$ cat src/logic/i2c_rx_pkg.sv
package i2c_rx_pkg;

   // ----------------------------------------------------------------
   // Register byte offsets
   // ----------------------------------------------------------------
   localparam logic [7:0] ADDR_CONFIG      = 8'h00;
   localparam logic [7:0] ADDR_CONTROL_TWO = 8'h04;
   localparam logic [7:0] ADDR_BAUD        = 8'h08;
   localparam logic [7:0] ADDR_STATUS      = 8'h0C;
   localparam logic [7:0] ADDR_BUFFER      = 8'h10;
   localparam logic [7:0] ADDR_IRQ_STATUS  = 8'h14;
   localparam logic [7:0] ADDR_IRQ_MASK    = 8'h18;

   // ----------------------------------------------------------------
   // Field positions
   // ----------------------------------------------------------------
   localparam int BIT_MODULE_ENABLE = 0;
   localparam int BIT_RECEIVE_EN    = 3;
   localparam int BIT_ACK_SEQ_EN    = 4;
   localparam int BIT_ACK_VALUE     = 5;
   localparam int BIT_BUFFER_FULL   = 0;
   localparam int BIT_START_SEEN    = 1;
   localparam int BIT_STOP_SEEN     = 2;
   localparam int BIT_BUS_FREE      = 3;
   localparam int BIT_IRQ_SERIAL    = 0;
   localparam int BIT_IRQ_BUS_COLL  = 1;
   localparam int BIT_IRQ_WRITE_COL = 2;
   localparam int BIT_IRQ_OVERFLOW  = 3;

   // ----------------------------------------------------------------
   // Reset values and counts
   // ----------------------------------------------------------------
   localparam logic [7:0] RESET_BAUD    = 8'h0A;
   localparam logic [3:0] RESET_MASK    = 4'h0;
   localparam logic [2:0] LAST_BIT_INDEX = 3'h7;

   typedef enum logic [4:0] {
      ST_IDLE      = 5'b00001,
      ST_RECEIVE   = 5'b00010,
      ST_ACK_LOW   = 5'b00100,
      ST_ACK_HIGH  = 5'b01000,
      ST_SPARE     = 5'b10000
   } master_state_t;

endpackage

$ cat src/logic/i2c_master_receive_ack.sv
`timescale 1ns/100ps
// Notes on behaviour
// - Reset or disable clears start/stop seen
// - Bus may be taken only when free
// - Hardware alone drives clock and data lines
// - Interrupt flag on start, stop, byte, ack
// - Stop while busy raises interrupt: bus free
// - Data line mismatch sets bus collision flag
// - Receive enable ignored unless module idle
// - Baud rollovers toggle clock, shift data in
// - Eighth falling edge: load buffer, flag, idle
// - Buffer full set on load, cleared on read
// - Byte received while buffer full: overflow
// - Buffer write during receive: collision, discarded
// - Ack enable: clock low, ack value driven
// - Ack: release, wait high, count, pull low
// - Buffer write during ack: collision, discarded
module i2c_master_receive_ack
(
   input  wire logic        pclk,
   input  wire logic        presetn,
   input  wire logic        psel,
   input  wire logic        penable,
   input  wire logic        pwrite,
   input  wire logic [7:0]  paddr,
   input  wire logic [31:0] pwdata,
   output logic      [31:0] prdata,
   output logic             pready,
   output logic             pslverr,
   input  wire logic        scl_in,
   output logic             scl_out,
   output logic             scl_oe_n,
   input  wire logic        sda_in,
   output logic             sda_out,
   output logic             sda_oe_n,
   output logic             irq
);
   import i2c_rx_pkg::*;

   master_state_t state;
   logic [1:0]    scl_sync, sda_sync;
   logic [2:0]    bit_index;
   logic [3:0]    irq_status, irq_mask, irq_set;
   logic [7:0]    baud_period, baud_count, receive_shift_register, transfer_buffer;
   logic [31:0]   next_prdata;
   logic          module_enable, receive_enable_bit, ack_sequence_enable, ack_value_bit, sda_prev;
   logic          scl_hold_low, sda_hold_low, buffer_full_flag, start_seen, stop_seen, busy;
   logic          baud_tick, baud_run, byte_done, ack_done, wr_access, rd_access;
   logic          start_event, stop_event, collision_event, write_collision;
   // Word address hit test, shared by read and write decode
   function automatic logic hit(input logic [7:0] addr, input logic [7:0] offset);
      hit = (addr == offset);
   endfunction

   // ----------------------------------------------------------------
   // Pin synchronisers
   // ----------------------------------------------------------------
   // Two stages before any logic looks at the lines
   always_ff @(posedge pclk or negedge presetn)
   begin
      if (!presetn)
      begin
         scl_sync <= 2'h3;
         sda_sync <= 2'h3;
         sda_prev <= 1'b1;
      end
      else
      begin
         scl_sync <= {scl_sync[0], scl_in};
         sda_sync <= {sda_sync[0], sda_in};
         sda_prev <= sda_sync[1];
      end
   end

   // Bus conditions: data edge while clock high
   assign start_event = scl_sync[1] && sda_prev && !sda_sync[1];
   assign stop_event  = scl_sync[1] && !sda_prev && sda_sync[1];

   // ----------------------------------------------------------------
   // Start / stop tracking
   // ----------------------------------------------------------------
   always_ff @(posedge pclk or negedge presetn)
   begin
      if (!presetn)
      begin
         start_seen <= 1'b0;
         stop_seen  <= 1'b0;
      end
      else if (!module_enable)
      begin
         start_seen <= 1'b0;
         stop_seen  <= 1'b0;
      end
      else if (start_event)
      begin
         start_seen <= 1'b1;
         stop_seen  <= 1'b0;
      end
      else if (stop_event)
      begin
         start_seen <= 1'b0;
         stop_seen  <= 1'b1;
      end
   end

   // Software may claim the bus only while this reads zero
   assign busy = !(stop_seen || (!start_seen && !stop_seen));

   // ----------------------------------------------------------------
   // Baud rate generator
   // ----------------------------------------------------------------
   // Counting restarts from the full period while a released clock still reads low: stretching for free
   assign baud_run  = (state != ST_IDLE) && !(!scl_hold_low && !scl_sync[1]);
   assign baud_tick = baud_run && (baud_count == 8'h00);

   always_ff @(posedge pclk or negedge presetn)
   begin
      if (!presetn)
         baud_count <= RESET_BAUD;
      else if (!baud_run || baud_tick)
         baud_count <= baud_period - 8'h01;
      else
         baud_count <= baud_count - 8'h01;
   end

   // ----------------------------------------------------------------
   // Sequencer
   // ----------------------------------------------------------------
   assign byte_done = (state == ST_RECEIVE) && baud_tick && !scl_hold_low
                      && (bit_index == LAST_BIT_INDEX);
   assign ack_done  = (state == ST_ACK_HIGH) && baud_tick;

   always_ff @(posedge pclk or negedge presetn)
   begin
      if (!presetn)
      begin
         state                  <= ST_IDLE;
         scl_hold_low           <= 1'b0;
         sda_hold_low           <= 1'b0;
         bit_index              <= 3'h0;
         receive_shift_register <= 8'h00;
      end
      else if (!module_enable)
      begin
         state        <= ST_IDLE;
         scl_hold_low <= 1'b0;
         sda_hold_low <= 1'b0;
      end
      else
      begin
         case (state)
            ST_IDLE:
            begin
               bit_index <= 3'h0;
               if (receive_enable_bit)
               begin
                  state        <= ST_RECEIVE;
                  scl_hold_low <= 1'b1;
                  sda_hold_low <= 1'b0;  // Slave owns the data line
               end
               else if (ack_sequence_enable)
               begin
                  state        <= ST_ACK_LOW;
                  scl_hold_low <= 1'b1;
                  sda_hold_low <= !ack_value_bit;
               end
            end
            ST_RECEIVE:
            begin
               if (baud_tick)
               begin
                  if (scl_hold_low)
                     scl_hold_low <= 1'b0;
                  else
                  begin
                     // Sample just before the falling edge
                     receive_shift_register <= {receive_shift_register[6:0], sda_sync[1]};
                     scl_hold_low <= 1'b1;
                     bit_index    <= bit_index + 3'h1;
                     if (bit_index == LAST_BIT_INDEX)
                        state <= ST_IDLE;
                  end
               end
            end
            ST_ACK_LOW:
            begin
               if (baud_tick)
               begin
                  scl_hold_low <= 1'b0;
                  state        <= ST_ACK_HIGH;
               end
            end
            ST_ACK_HIGH:
            begin
               // Counter only runs once the clock is seen high
               if (baud_tick)
               begin
                  scl_hold_low <= 1'b1;
                  sda_hold_low <= 1'b0;
                  state        <= ST_IDLE;
               end
            end
            default:
            begin
               state        <= ST_IDLE;
               scl_hold_low <= 1'b0;
               sda_hold_low <= 1'b0;
            end
         endcase
      end
   end

   // Open-drain drive: only ever pull low, never drive high
   assign scl_out  = 1'b0;
   assign sda_out  = 1'b0;
   assign scl_oe_n = !scl_hold_low;
   assign sda_oe_n = !sda_hold_low;

   // Released data line read low while clock high means lost arbitration
   assign collision_event = (state != ST_IDLE) && (state != ST_RECEIVE)
                            && !sda_hold_low && scl_sync[1] && !sda_sync[1];

   // ----------------------------------------------------------------
   // APB decode
   // ----------------------------------------------------------------
   assign wr_access       = psel && penable && pwrite;
   assign rd_access       = psel && penable && !pwrite;
   assign pready          = 1'b1;
   assign pslverr         = psel && penable && ((paddr[1:0] != 2'h0) || (paddr > ADDR_IRQ_MASK));
   assign write_collision = wr_access && hit(paddr, ADDR_BUFFER) && (state != ST_IDLE);

   // ----------------------------------------------------------------
   // Control registers
   // ----------------------------------------------------------------
   always_ff @(posedge pclk or negedge presetn)
   begin
      if (!presetn)
      begin
         module_enable <= 1'b0;
         baud_period   <= RESET_BAUD;
         ack_value_bit <= 1'b0;
         irq_mask      <= RESET_MASK;
      end
      else if (wr_access)
      begin
         if (hit(paddr, ADDR_CONFIG))
            module_enable <= pwdata[BIT_MODULE_ENABLE];
         if (hit(paddr, ADDR_BAUD))
            baud_period <= (pwdata[7:0] == 8'h00) ? 8'h01 : pwdata[7:0];  // Zero would wrap the reload to 255, a 256-cycle period
         if (hit(paddr, ADDR_CONTROL_TWO))
            ack_value_bit <= pwdata[BIT_ACK_VALUE];
         if (hit(paddr, ADDR_IRQ_MASK))
            irq_mask <= pwdata[3:0];
      end
   end

   // Start bits: accepted only from idle, cleared by the sequencer
   always_ff @(posedge pclk or negedge presetn)
   begin
      if (!presetn)
      begin
         receive_enable_bit  <= 1'b0;
         ack_sequence_enable <= 1'b0;
      end
      else if (!module_enable || byte_done || ack_done)
      begin
         receive_enable_bit  <= 1'b0;
         ack_sequence_enable <= 1'b0;
      end
      else if (wr_access && hit(paddr, ADDR_CONTROL_TWO) && (state == ST_IDLE)
               && !receive_enable_bit && !ack_sequence_enable)
      begin
         receive_enable_bit  <= pwdata[BIT_RECEIVE_EN];
         ack_sequence_enable <= pwdata[BIT_ACK_SEQ_EN] && !pwdata[BIT_RECEIVE_EN];
      end
   end

   // ----------------------------------------------------------------
   // Transfer buffer and buffer-full flag
   // ----------------------------------------------------------------
   always_ff @(posedge pclk or negedge presetn)
   begin
      if (!presetn)
         transfer_buffer <= 8'h00;
      else if (byte_done)
         transfer_buffer <= {receive_shift_register[6:0], sda_sync[1]};
      else if (wr_access && hit(paddr, ADDR_BUFFER) && !write_collision)
         transfer_buffer <= pwdata[7:0];
   end

   // Set wins over the read that clears it
   always_ff @(posedge pclk or negedge presetn)
   begin
      if (!presetn)
         buffer_full_flag <= 1'b0;
      else if (byte_done)
         buffer_full_flag <= 1'b1;
      else if (rd_access && hit(paddr, ADDR_BUFFER))
         buffer_full_flag <= 1'b0;
   end

   // ----------------------------------------------------------------
   // Interrupt status, write one to clear
   // ----------------------------------------------------------------
   always_comb
   begin
      irq_set                    = 4'h0;
      irq_set[BIT_IRQ_SERIAL]    = byte_done || ack_done || (module_enable && (start_event || stop_event));
      irq_set[BIT_IRQ_BUS_COLL]  = collision_event;
      irq_set[BIT_IRQ_WRITE_COL] = write_collision;
      irq_set[BIT_IRQ_OVERFLOW]  = byte_done && buffer_full_flag;
   end

   always_ff @(posedge pclk or negedge presetn)
   begin
      if (!presetn)
         irq_status <= 4'h0;
      else if (wr_access && hit(paddr, ADDR_IRQ_STATUS))
         irq_status <= (irq_status & ~pwdata[3:0]) | irq_set;  // A new event is never lost to the clear
      else
         irq_status <= irq_status | irq_set;
   end

   assign irq = |(irq_status & irq_mask);

   // ----------------------------------------------------------------
   // Read data, registered in the setup phase
   // ----------------------------------------------------------------
   always_comb
   begin
      next_prdata = 32'h0000_0000;
      if (hit(paddr, ADDR_CONFIG))
         next_prdata[BIT_MODULE_ENABLE] = module_enable;
      if (hit(paddr, ADDR_CONTROL_TWO))
      begin
         next_prdata[BIT_RECEIVE_EN] = receive_enable_bit;
         next_prdata[BIT_ACK_SEQ_EN] = ack_sequence_enable;
         next_prdata[BIT_ACK_VALUE]  = ack_value_bit;
      end
      if (hit(paddr, ADDR_BAUD))
         next_prdata[7:0] = baud_period;
      if (hit(paddr, ADDR_STATUS))
      begin
         next_prdata[BIT_BUFFER_FULL] = buffer_full_flag;
         next_prdata[BIT_START_SEEN]  = start_seen;
         next_prdata[BIT_STOP_SEEN]   = stop_seen;
         next_prdata[BIT_BUS_FREE]    = !busy;
      end
      if (hit(paddr, ADDR_BUFFER))
         next_prdata[7:0] = transfer_buffer;
      if (hit(paddr, ADDR_IRQ_STATUS))
         next_prdata[3:0] = irq_status;
      if (hit(paddr, ADDR_IRQ_MASK))
         next_prdata[3:0] = irq_mask;
   end

   always_ff @(posedge pclk or negedge presetn)
   begin
      if (!presetn)
         prdata <= 32'h0000_0000;
      else if (psel && !penable)
         prdata <= next_prdata;
   end

endmodule

$ cat config.mk
export PLATFORM = sky130hd
export DESIGN_NAME = i2c_master_receive_ack
export DESIGN_NICKNAME = d
export VERILOG_FILES = /design/src/logic/i2c_rx_pkg.sv /design/src/logic/i2c_master_receive_ack.sv
export SDC_FILE = /design/constraint.sdc
export NUM_CORES = 1
export LEC_CHECK = 0
export BUFFER_PORTS_ARGS = -buffer_cell sky130_fd_sc_hd__buf_2
export CAP_MARGIN = 20
export CORE_ASPECT_RATIO = 0.75
export CORE_MARGIN = 1.5
export CORE_UTILIZATION = 56
export CTS_BUF_LIST = sky130_fd_sc_hd__clkbuf_4 sky130_fd_sc_hd__clkbuf_8
export DETAILED_ROUTE_END_ITERATION = 10
export HOLD_SLACK_MARGIN = 0.15
export PLACE_DENSITY_LB_ADDON = 0.25
export SLEW_MARGIN = 20
export SYNTH_ARGS = -nofsm -noshare
export SYNTH_HDL_FRONTEND = slang
export SYNTH_SLANG_ARGS = --single-unit
$ cat constraint.sdc
create_clock -name pclk -period 3.1 [get_ports pclk]
set_clock_uncertainty 0.2 [all_clocks]
set_input_delay 0.93 -clock pclk [delete_from_list [all_inputs] [get_ports pclk]]
set_output_delay 0.93 -clock pclk [all_outputs]
set_load 0.005 [all_outputs]
==> results of run 1 <==
==> power groups by stage <==
stage	combinational (W)	clock (W)	sequential [W]
2_1_floorplan	0.0000880	0	0.000937
3_3_place_gp	0.000119	0	0.000943
3_5_place_dp	0.000120	0	0.000944
4_1_cts	0.000121	0.000919	0.000927
5_1_grt	0.000137	0.000952	0.000930
6_report	0.000122	0.000904	0.000928
==> sequential cells by signal, indices dropped and copies added, names as in the netlist, 2 cells and up <==
signal,count
irq_mask,4
transfer_buffer,8
irq_status,4
prdata,8
baud_count,8
sda_sync,2
receive_shift_register,7
state,4
bit_index,3
scl_sync,2
baud_period,8
==> path summary, 6_finish.rpt <==
path / start / endpoint / slack [ns]
min in group asynchronous: presetn / prdata[2] / 0.38
hold / removal: sda_sync[0] / sda_sync[1] / 0.16
setup reg to reg: baud_count[2] / transfer_buffer[1] / 0.27
hold reg to reg: sda_sync[0] / sda_sync[1] / 0.16
setup / recovery: paddr[7] / pslverr / 0.22
max in group asynchronous: presetn / baud_period[1] / 1.97
==> layer usage <==
layer / share of wire / vias up
met5: 0 / -
met4: 0.0086 / 0
met3: 0.075 / 9
met2: 0.43 / 117
met1: 0.49 / 1435
li1: - / 1383
==> stage by stage <==
step / utilization / setup slack, ns / hold slack [ns]
finish: 0.6605 / 0.2177 / 0.1577
global placement: 0.6219 / 0.2243 / 0.1458
detailed placement: 0.6219 / 0.2110 / 0.1476
floorplan: - / 0.2546 / 0.1452
global route: 0.6605 / 0.1196 / 0.1610
CTS: 0.6605 / 0.2089 / 0.1592
==> synthesized netlist by cell type (4+ instances only) <==
library cell and number:
inv_1 13, nand2_1 21, dfstp_2 10, or3_1 4, nand3b_1 4, buf_4 30, mux2_2 21, dfrtp_1 58
nor4_1 4, mux2i_1 9, a21o_1 9, a21oi_1 19, nor2_1 24, xor2_1 5, clkbuf_1 9, o21ai_0 23
nor2b_1 5, a211oi_1 5, xnor2_1 6, nand2b_1 6, a22o_1 13, nor3_1 15, buf_2 5, a22oi_1 6
o22ai_1 4
==> logic make-up (layout without fill, tap and decap cells) <==
kind of cell | count (synthesis) | in the layout | synth area share
and+or+nand+nor | 103 | 103 | 0.1542
other | 2 | 27 | 0.001986
DFF | 68 | 68 | 0.4533
AOI/OAI and AO/OA | 99 | 99 | 0.1807
muxes | 30 | 30 | 0.08637
adders and majority gates | 3 | 3 | 0.009928
buffers and inverters | 57 | 78 | 0.08802
xor gates and xnor gates | 11 | 11 | 0.02548
==> layout make-up <==
| cell class | count | share of cell area |
|---|---|---|
| Sequential cell | 68 | 0.4047 |
| Clock inverter | 7 | 0.02925 |
| Clock buffer | 9 | 0.02925 |
| Inverter | 13 | 0.01152 |
| Multi-Input combinational cell | 273 | 0.4316 |
| Tap cell | 81 | 0.02393 |
| Timing Repair Buffer | 49 | 0.06972 |
==> results.tsv, run 1 <==
stage	metric	value	unit
cells_and_area	register area	1714	µm²
cells_and_area	NumNets Final	464	
pwr	VDD IR max	0.0002866	V
critical_path	Top cell by count, worst path	buf_2	
yosys	Mapped Cells	373	
yosys	flops & latches, synth	68	
floorplanning	core footprint	6412	µm²
cells_and_area	synth-to-layout area growth	12.01	%
global_routing	met1 Track Usage GR	0.3800	
critical_path	CP peak stage delay	0.27	ns
sta	Final Slew Violations	0	
drt	initial DRC count	176	
drt	DR vias	2944	
pwr	Seq pwr share	0.475	
yosys	Synth cell types	58	
critical_path	Critical-path top delay cell	nor3b_1	
placement	Port Buffer Count	34	
run	MaxCap Viol Count	0	
drt	wire per inst	17.25	µm
cells_and_area	layout cells sized above 1	0.2506	
floorplanning	Die Wd	97.88	µm
cells_and_area	design area	4235	µm²
cells_and_area	fillers	514	
yosys	asr flop ratio synth	1.000	
cts	clk slew on worst S/H paths	0.08	ns
critical_path	Worst EP arrival	1.75	ns
global_routing	largest net degree at the start of global routing	69	
cts	post-CTS setup repair buffer count	0	
drt	ANT nets after route	0	
cts	root buf cell	clkbuf_8	
cells_and_area	most common library cell in the layout ignoring fill and taps	dfrtp_1	
cts	CTS tree	done	
cells_and_area	area taken by multi-input logic gates	1828	µm²
sta	Fin. Hold Viols	0	
cells_and_area	Finished Layout Cells	500	
pwr	leak pwr	1.969	nW
pwr	PwrDens	461.3	nW/µm²
cts	Hold-fix buffers, CTS	0	
yosys	ranking of synthesized cells by area	dfrtp_1 (38%), dfstp_2 (6.9%), mux2_2 (6.3%)	
yosys	Post-synth EDFFs	0	
floorplanning	die area	7259	µm²
sta	Slew HR	0.3290	
global_routing	initial antenna violation count	0	
yosys	synth warn	0	
cts	Clk Latency, worst-skew pair	0.35	ns
critical_path	R2R depth	5	
worst_hold_path	Min-Delay Path Class	flip-flop to flip-flop	
pwr	combinational share of power	0.062	
yosys	sequential fraction of the synthesis area	0.4533	
sta	worst slew pin tran	0.9989	ns
cts	post-CTS sizing	0	
placement	Post-DP Area	3988	µm²
critical_path	CP Depth	5	
placement	GP Congestion	0.9250	
pwr	P_int	0.001490	W
worst_hold_path	Hold Path Cell Cnt	0	
drt	Residual DRC	0	
drt	vias per cell	5.888	
critical_path	Critical Path RT	1.97	ns
critical_path	crit end category	output pin	
cts	clk sinks	68	
global_routing	first-pass GRT wire length	14.42	mm
global_routing	GRT Total Usage	0.2577	
cts	TritonCTS Buffers	9	
drt	final wirelength	8.627	mm
sta	fraction of the cycle the final worst path needs	0.9298	
pwr	share of power burned in the clock network	0.463	
global_routing	GR Util met2	0.3839	
yosys	Avg Inst Size Synth	10.14	µm²
global_routing	met3 Use GR	0.06861	
sta	Setup-failing EPs final	0	
cells_and_area	commonest non-fill, non-tap cells in the layout	dfrtp_1 (58), buf_2 (34), conb_1 (27)	
drt	drt first pass iters	5	
placement	HPWL Detailed	6.274	mm
floorplanning	num rows	25	
yosys	post-synth top area cell	dfrtp_1	
placement	placed cell count	484	
yosys	post-synth top area share	0.3839	
yosys	top_reg_cell synth	dfrtp_1	
sta	RSZ-0062 raised after global routing	false	
floorplanning	Initial Util	0.5897	
critical_path	crit path max fanout	2	
cts	CTS Buffer Depth	2	
sta	fmax	0.3469	GHz
global_routing	Most Used Layer, Global Route	met2	
floorplanning	I/O pin count	86	
sta	Final min period	2.882	ns
critical_path	worst path bufs/invs	2	
critical_path	worst path cell trace	buf_2 > nor3_1 > nor3b_1 > a21oi_1 > buf_2	
run_status	status	finished, final reports clean	
global_routing	GR Overflow Total	0	
cells_and_area	n_diodes	0	
global_routing	via count of the first global-routing pass	2839	
cts	htree depth	3	
yosys	Post-Syn Area	3781	µm²
critical_path	CP top delay family	simple AND/OR/NAND/NOR gates	
critical_path	Crit Path Class	primary input to output pin	
pwr	Net Sw Frac	0.2376	
floorplanning	chip height	74.16	µm
sta	total negative slack	0	ns
critical_path	crit start category	primary input	
pwr	Tot Pwr	0.001954	W
pwr	Switch Pwr	0.0004642	W
Note: power is estimated with default switching activity, not from simulation.
==> run 2, diff against run 1 <==
--- a/config.mk
+++ b/config.mk
@@ -14,6 +14,7 @@
 export DETAILED_ROUTE_END_ITERATION = 10
 export HOLD_SLACK_MARGIN = 0.15
 export PLACE_DENSITY_LB_ADDON = 0.25
+export REMOVE_ABC_BUFFERS = 1
 export SLEW_MARGIN = 20
 export SYNTH_ARGS = -nofsm -noshare
 export SYNTH_HDL_FRONTEND = slang
==> results.tsv, run 2 (synthesis results as in run 1) <==
stage	metric	value	unit	change
drt	drt first pass iters	5		unchanged
global_routing	GRT Total Usage	0.2534		-0.004275
pwr	VDD IR max	0.0002617	V	-8.7%
drt	DR vias	2987		+1.5%
sta	Final Slew Violations	0		unchanged
cells_and_area	synth-to-layout area growth	11.15	%	
worst_hold_path	Min-Delay Path Class	flip-flop to flip-flop		
drt	ANT nets after route	0		unchanged
pwr	PwrDens	422.3	nW/µm²	-8.5%
floorplanning	chip height	74.16	µm	unchanged
critical_path	Worst EP arrival	1.81	ns	+0.06 ns
drt	final wirelength	8.546	mm	-0.94%
global_routing	largest net degree at the start of global routing	45		-35%
critical_path	Critical Path RT	1.97	ns	about the same
worst_hold_path	worst hold start	scl_sync[0]		
critical_path	r2r startpoint	state[1]		
critical_path	crit path max fanout	2		unchanged
critical_path	worst path bufs/invs	2		unchanged
cts	post-CTS sizing	0		unchanged
sta	total negative slack	0	ns	unchanged
cells_and_area	commonest non-fill, non-tap cells in the layout	dfrtp_1 (58), buf_2 (34), conb_1 (27)		
critical_path	Critical-path top delay cell	nor3b_1		
pwr	leak pwr	1.954	nW	-0.74%
sta	RSZ-0062 raised after global routing	false		
cts	Hold-fix buffers, CTS	0		unchanged
critical_path	crit end category	output pin		
cts	clk slew on worst S/H paths	0.07	ns	about the same
critical_path	CP top delay family	simple AND/OR/NAND/NOR gates		
cts	CTS Buffer Depth	2		unchanged
run	MaxCap Viol Count	0		unchanged
cts	root buf cell	clkbuf_8		
floorplanning	die area	7259	µm²	unchanged
cts	CTS tree	done		
drt	vias per cell	5.950		+1.1%
sta	Final min period	2.937	ns	+0.05465 ns
drt	wire per inst	17.02	µm	-1.3%
global_routing	GR Overflow Total	0		unchanged
critical_path	CP peak stage delay	0.29	ns	+0.02 ns
critical_path	Top cell by count, worst path	buf_2		
cts	post-CTS setup repair buffer count	0		unchanged
cells_and_area	layout cells sized above 1	0.2542		+0.003560
critical_path	Crit Path Class	primary input to output pin		
floorplanning	I/O pin count	86		unchanged
sta	Setup WS post-layout	0.1631	ns	-0.05465 ns
placement	Setup WS pre-CTS	0.1945	ns	-0.01645 ns
global_routing	initial antenna violation count	0		unchanged
floorplanning	core footprint	6412	µm²	unchanged
sta	Fin. Hold Viols	0		unchanged
critical_path	start point of the critical path	paddr[7]		
placement	HPWL Detailed	6.442	mm	+2.7%
cts	htree depth	3		unchanged
placement	Port Buffer Count	34		unchanged
cells_and_area	n_diodes	0		unchanged
floorplanning	Initial Util	0.5897		unchanged
sta	Slew HR	0.5486		+0.2196
critical_path	worst path cell trace	buf_2 > nor3_1 > nor3b_1 > a21oi_1 > buf_2		
global_routing	via count of the first global-routing pass	2766		-2.6%
global_routing	first-pass GRT wire length	14.23	mm	-1.3%
cells_and_area	NumNets Final	466		+0.43%
cts	Clk Latency, worst-skew pair	0.35	ns	about the same
floorplanning	num rows	25		unchanged
placement	GP Congestion	0.9142		-1.2%
critical_path	crit start category	primary input		
sta	worst slew pin tran	0.6720	ns	-0.3269 ns
cts	TritonCTS Buffers	9		unchanged
run_status	status	finished, final reports clean		
sta	fraction of the cycle the final worst path needs	0.9474		+0.01763
drt	initial DRC count	240		+36%
drt	Residual DRC	0		unchanged
cts	clk sinks	68		unchanged
sta	Setup-failing EPs final	0		unchanged
floorplanning	Die Wd	97.88	µm	unchanged
sta	fmax	0.3405	GHz	-1.9%
cells_and_area	most common library cell in the layout ignoring fill and taps	dfrtp_1		
==> run 2: cell types whose count changed in the layout (fill, tap and decap cells not counted), sizes merged <==
cell      delta
clkinv       +1
buf          +2
clkinvlp     +1
bufinv       -2
==> run 2: metal layers <==
layer,GRT usage,wire length [µm],vias to the layer above
li1,-,-,1390
met1,0.3619,4137,1481
met4,0.04921,48,0
met5,0,0,-
met3,0.07143,575,4
met2,0.3939,3785,112
==> run 2: power by group <==
part	total [W]	switching [W]	internal, W
logic	0.000124	0.0000793	0.0000445
registers	0.000926	0.0000189	0.000907
clock network	0.000725	0.000351	0.000375
total	0.00178	0.000449	0.00133
==> run 2: final timing paths <==
kind,end,slack (ns),cells past startpoint
worst min register to register,scl_sync[1],0.16,0
min in group asynchronous,irq_mask[3],0.37,1
worst max-delay path,pslverr,0.16,5
max in group asynchronous,baud_count[1],1.63,2
worst max register to register,baud_count[4],0.40,9
worst min-delay path,scl_sync[1],0.16,0
==> run 2: final cells by class <==
cell class,count,area [µm²]
fill,525,2210
multi-input combinational,273,1828
sequential,68,1714
timing repair buffer,51,310.3
clock buffer,9,123.9
tap,81,101.3
clock inverter,7,76.32
inverter,13,48.80
==> run 2: stage by stage <==
step / hold WS (ns) / total power (W) / cells / utilization / cell area (µm²)
after CTS: 0.1584 / 0.001792 / 502 / 0.6554 / 4203
final: 0.1572 / 0.001775 / 502 / 0.6554 / 4203
after global routing: 0.1643 / 0.001856 / 502 / 0.6554 / 4203
after floorplan: 0.1452 / 0.0009936 / 354 / - / 3591
after global placement: 0.1463 / 0.001062 / 486 / 0.6242 / 4003
after detailed placement: 0.1468 / 0.001066 / 486 / 0.6242 / 4003
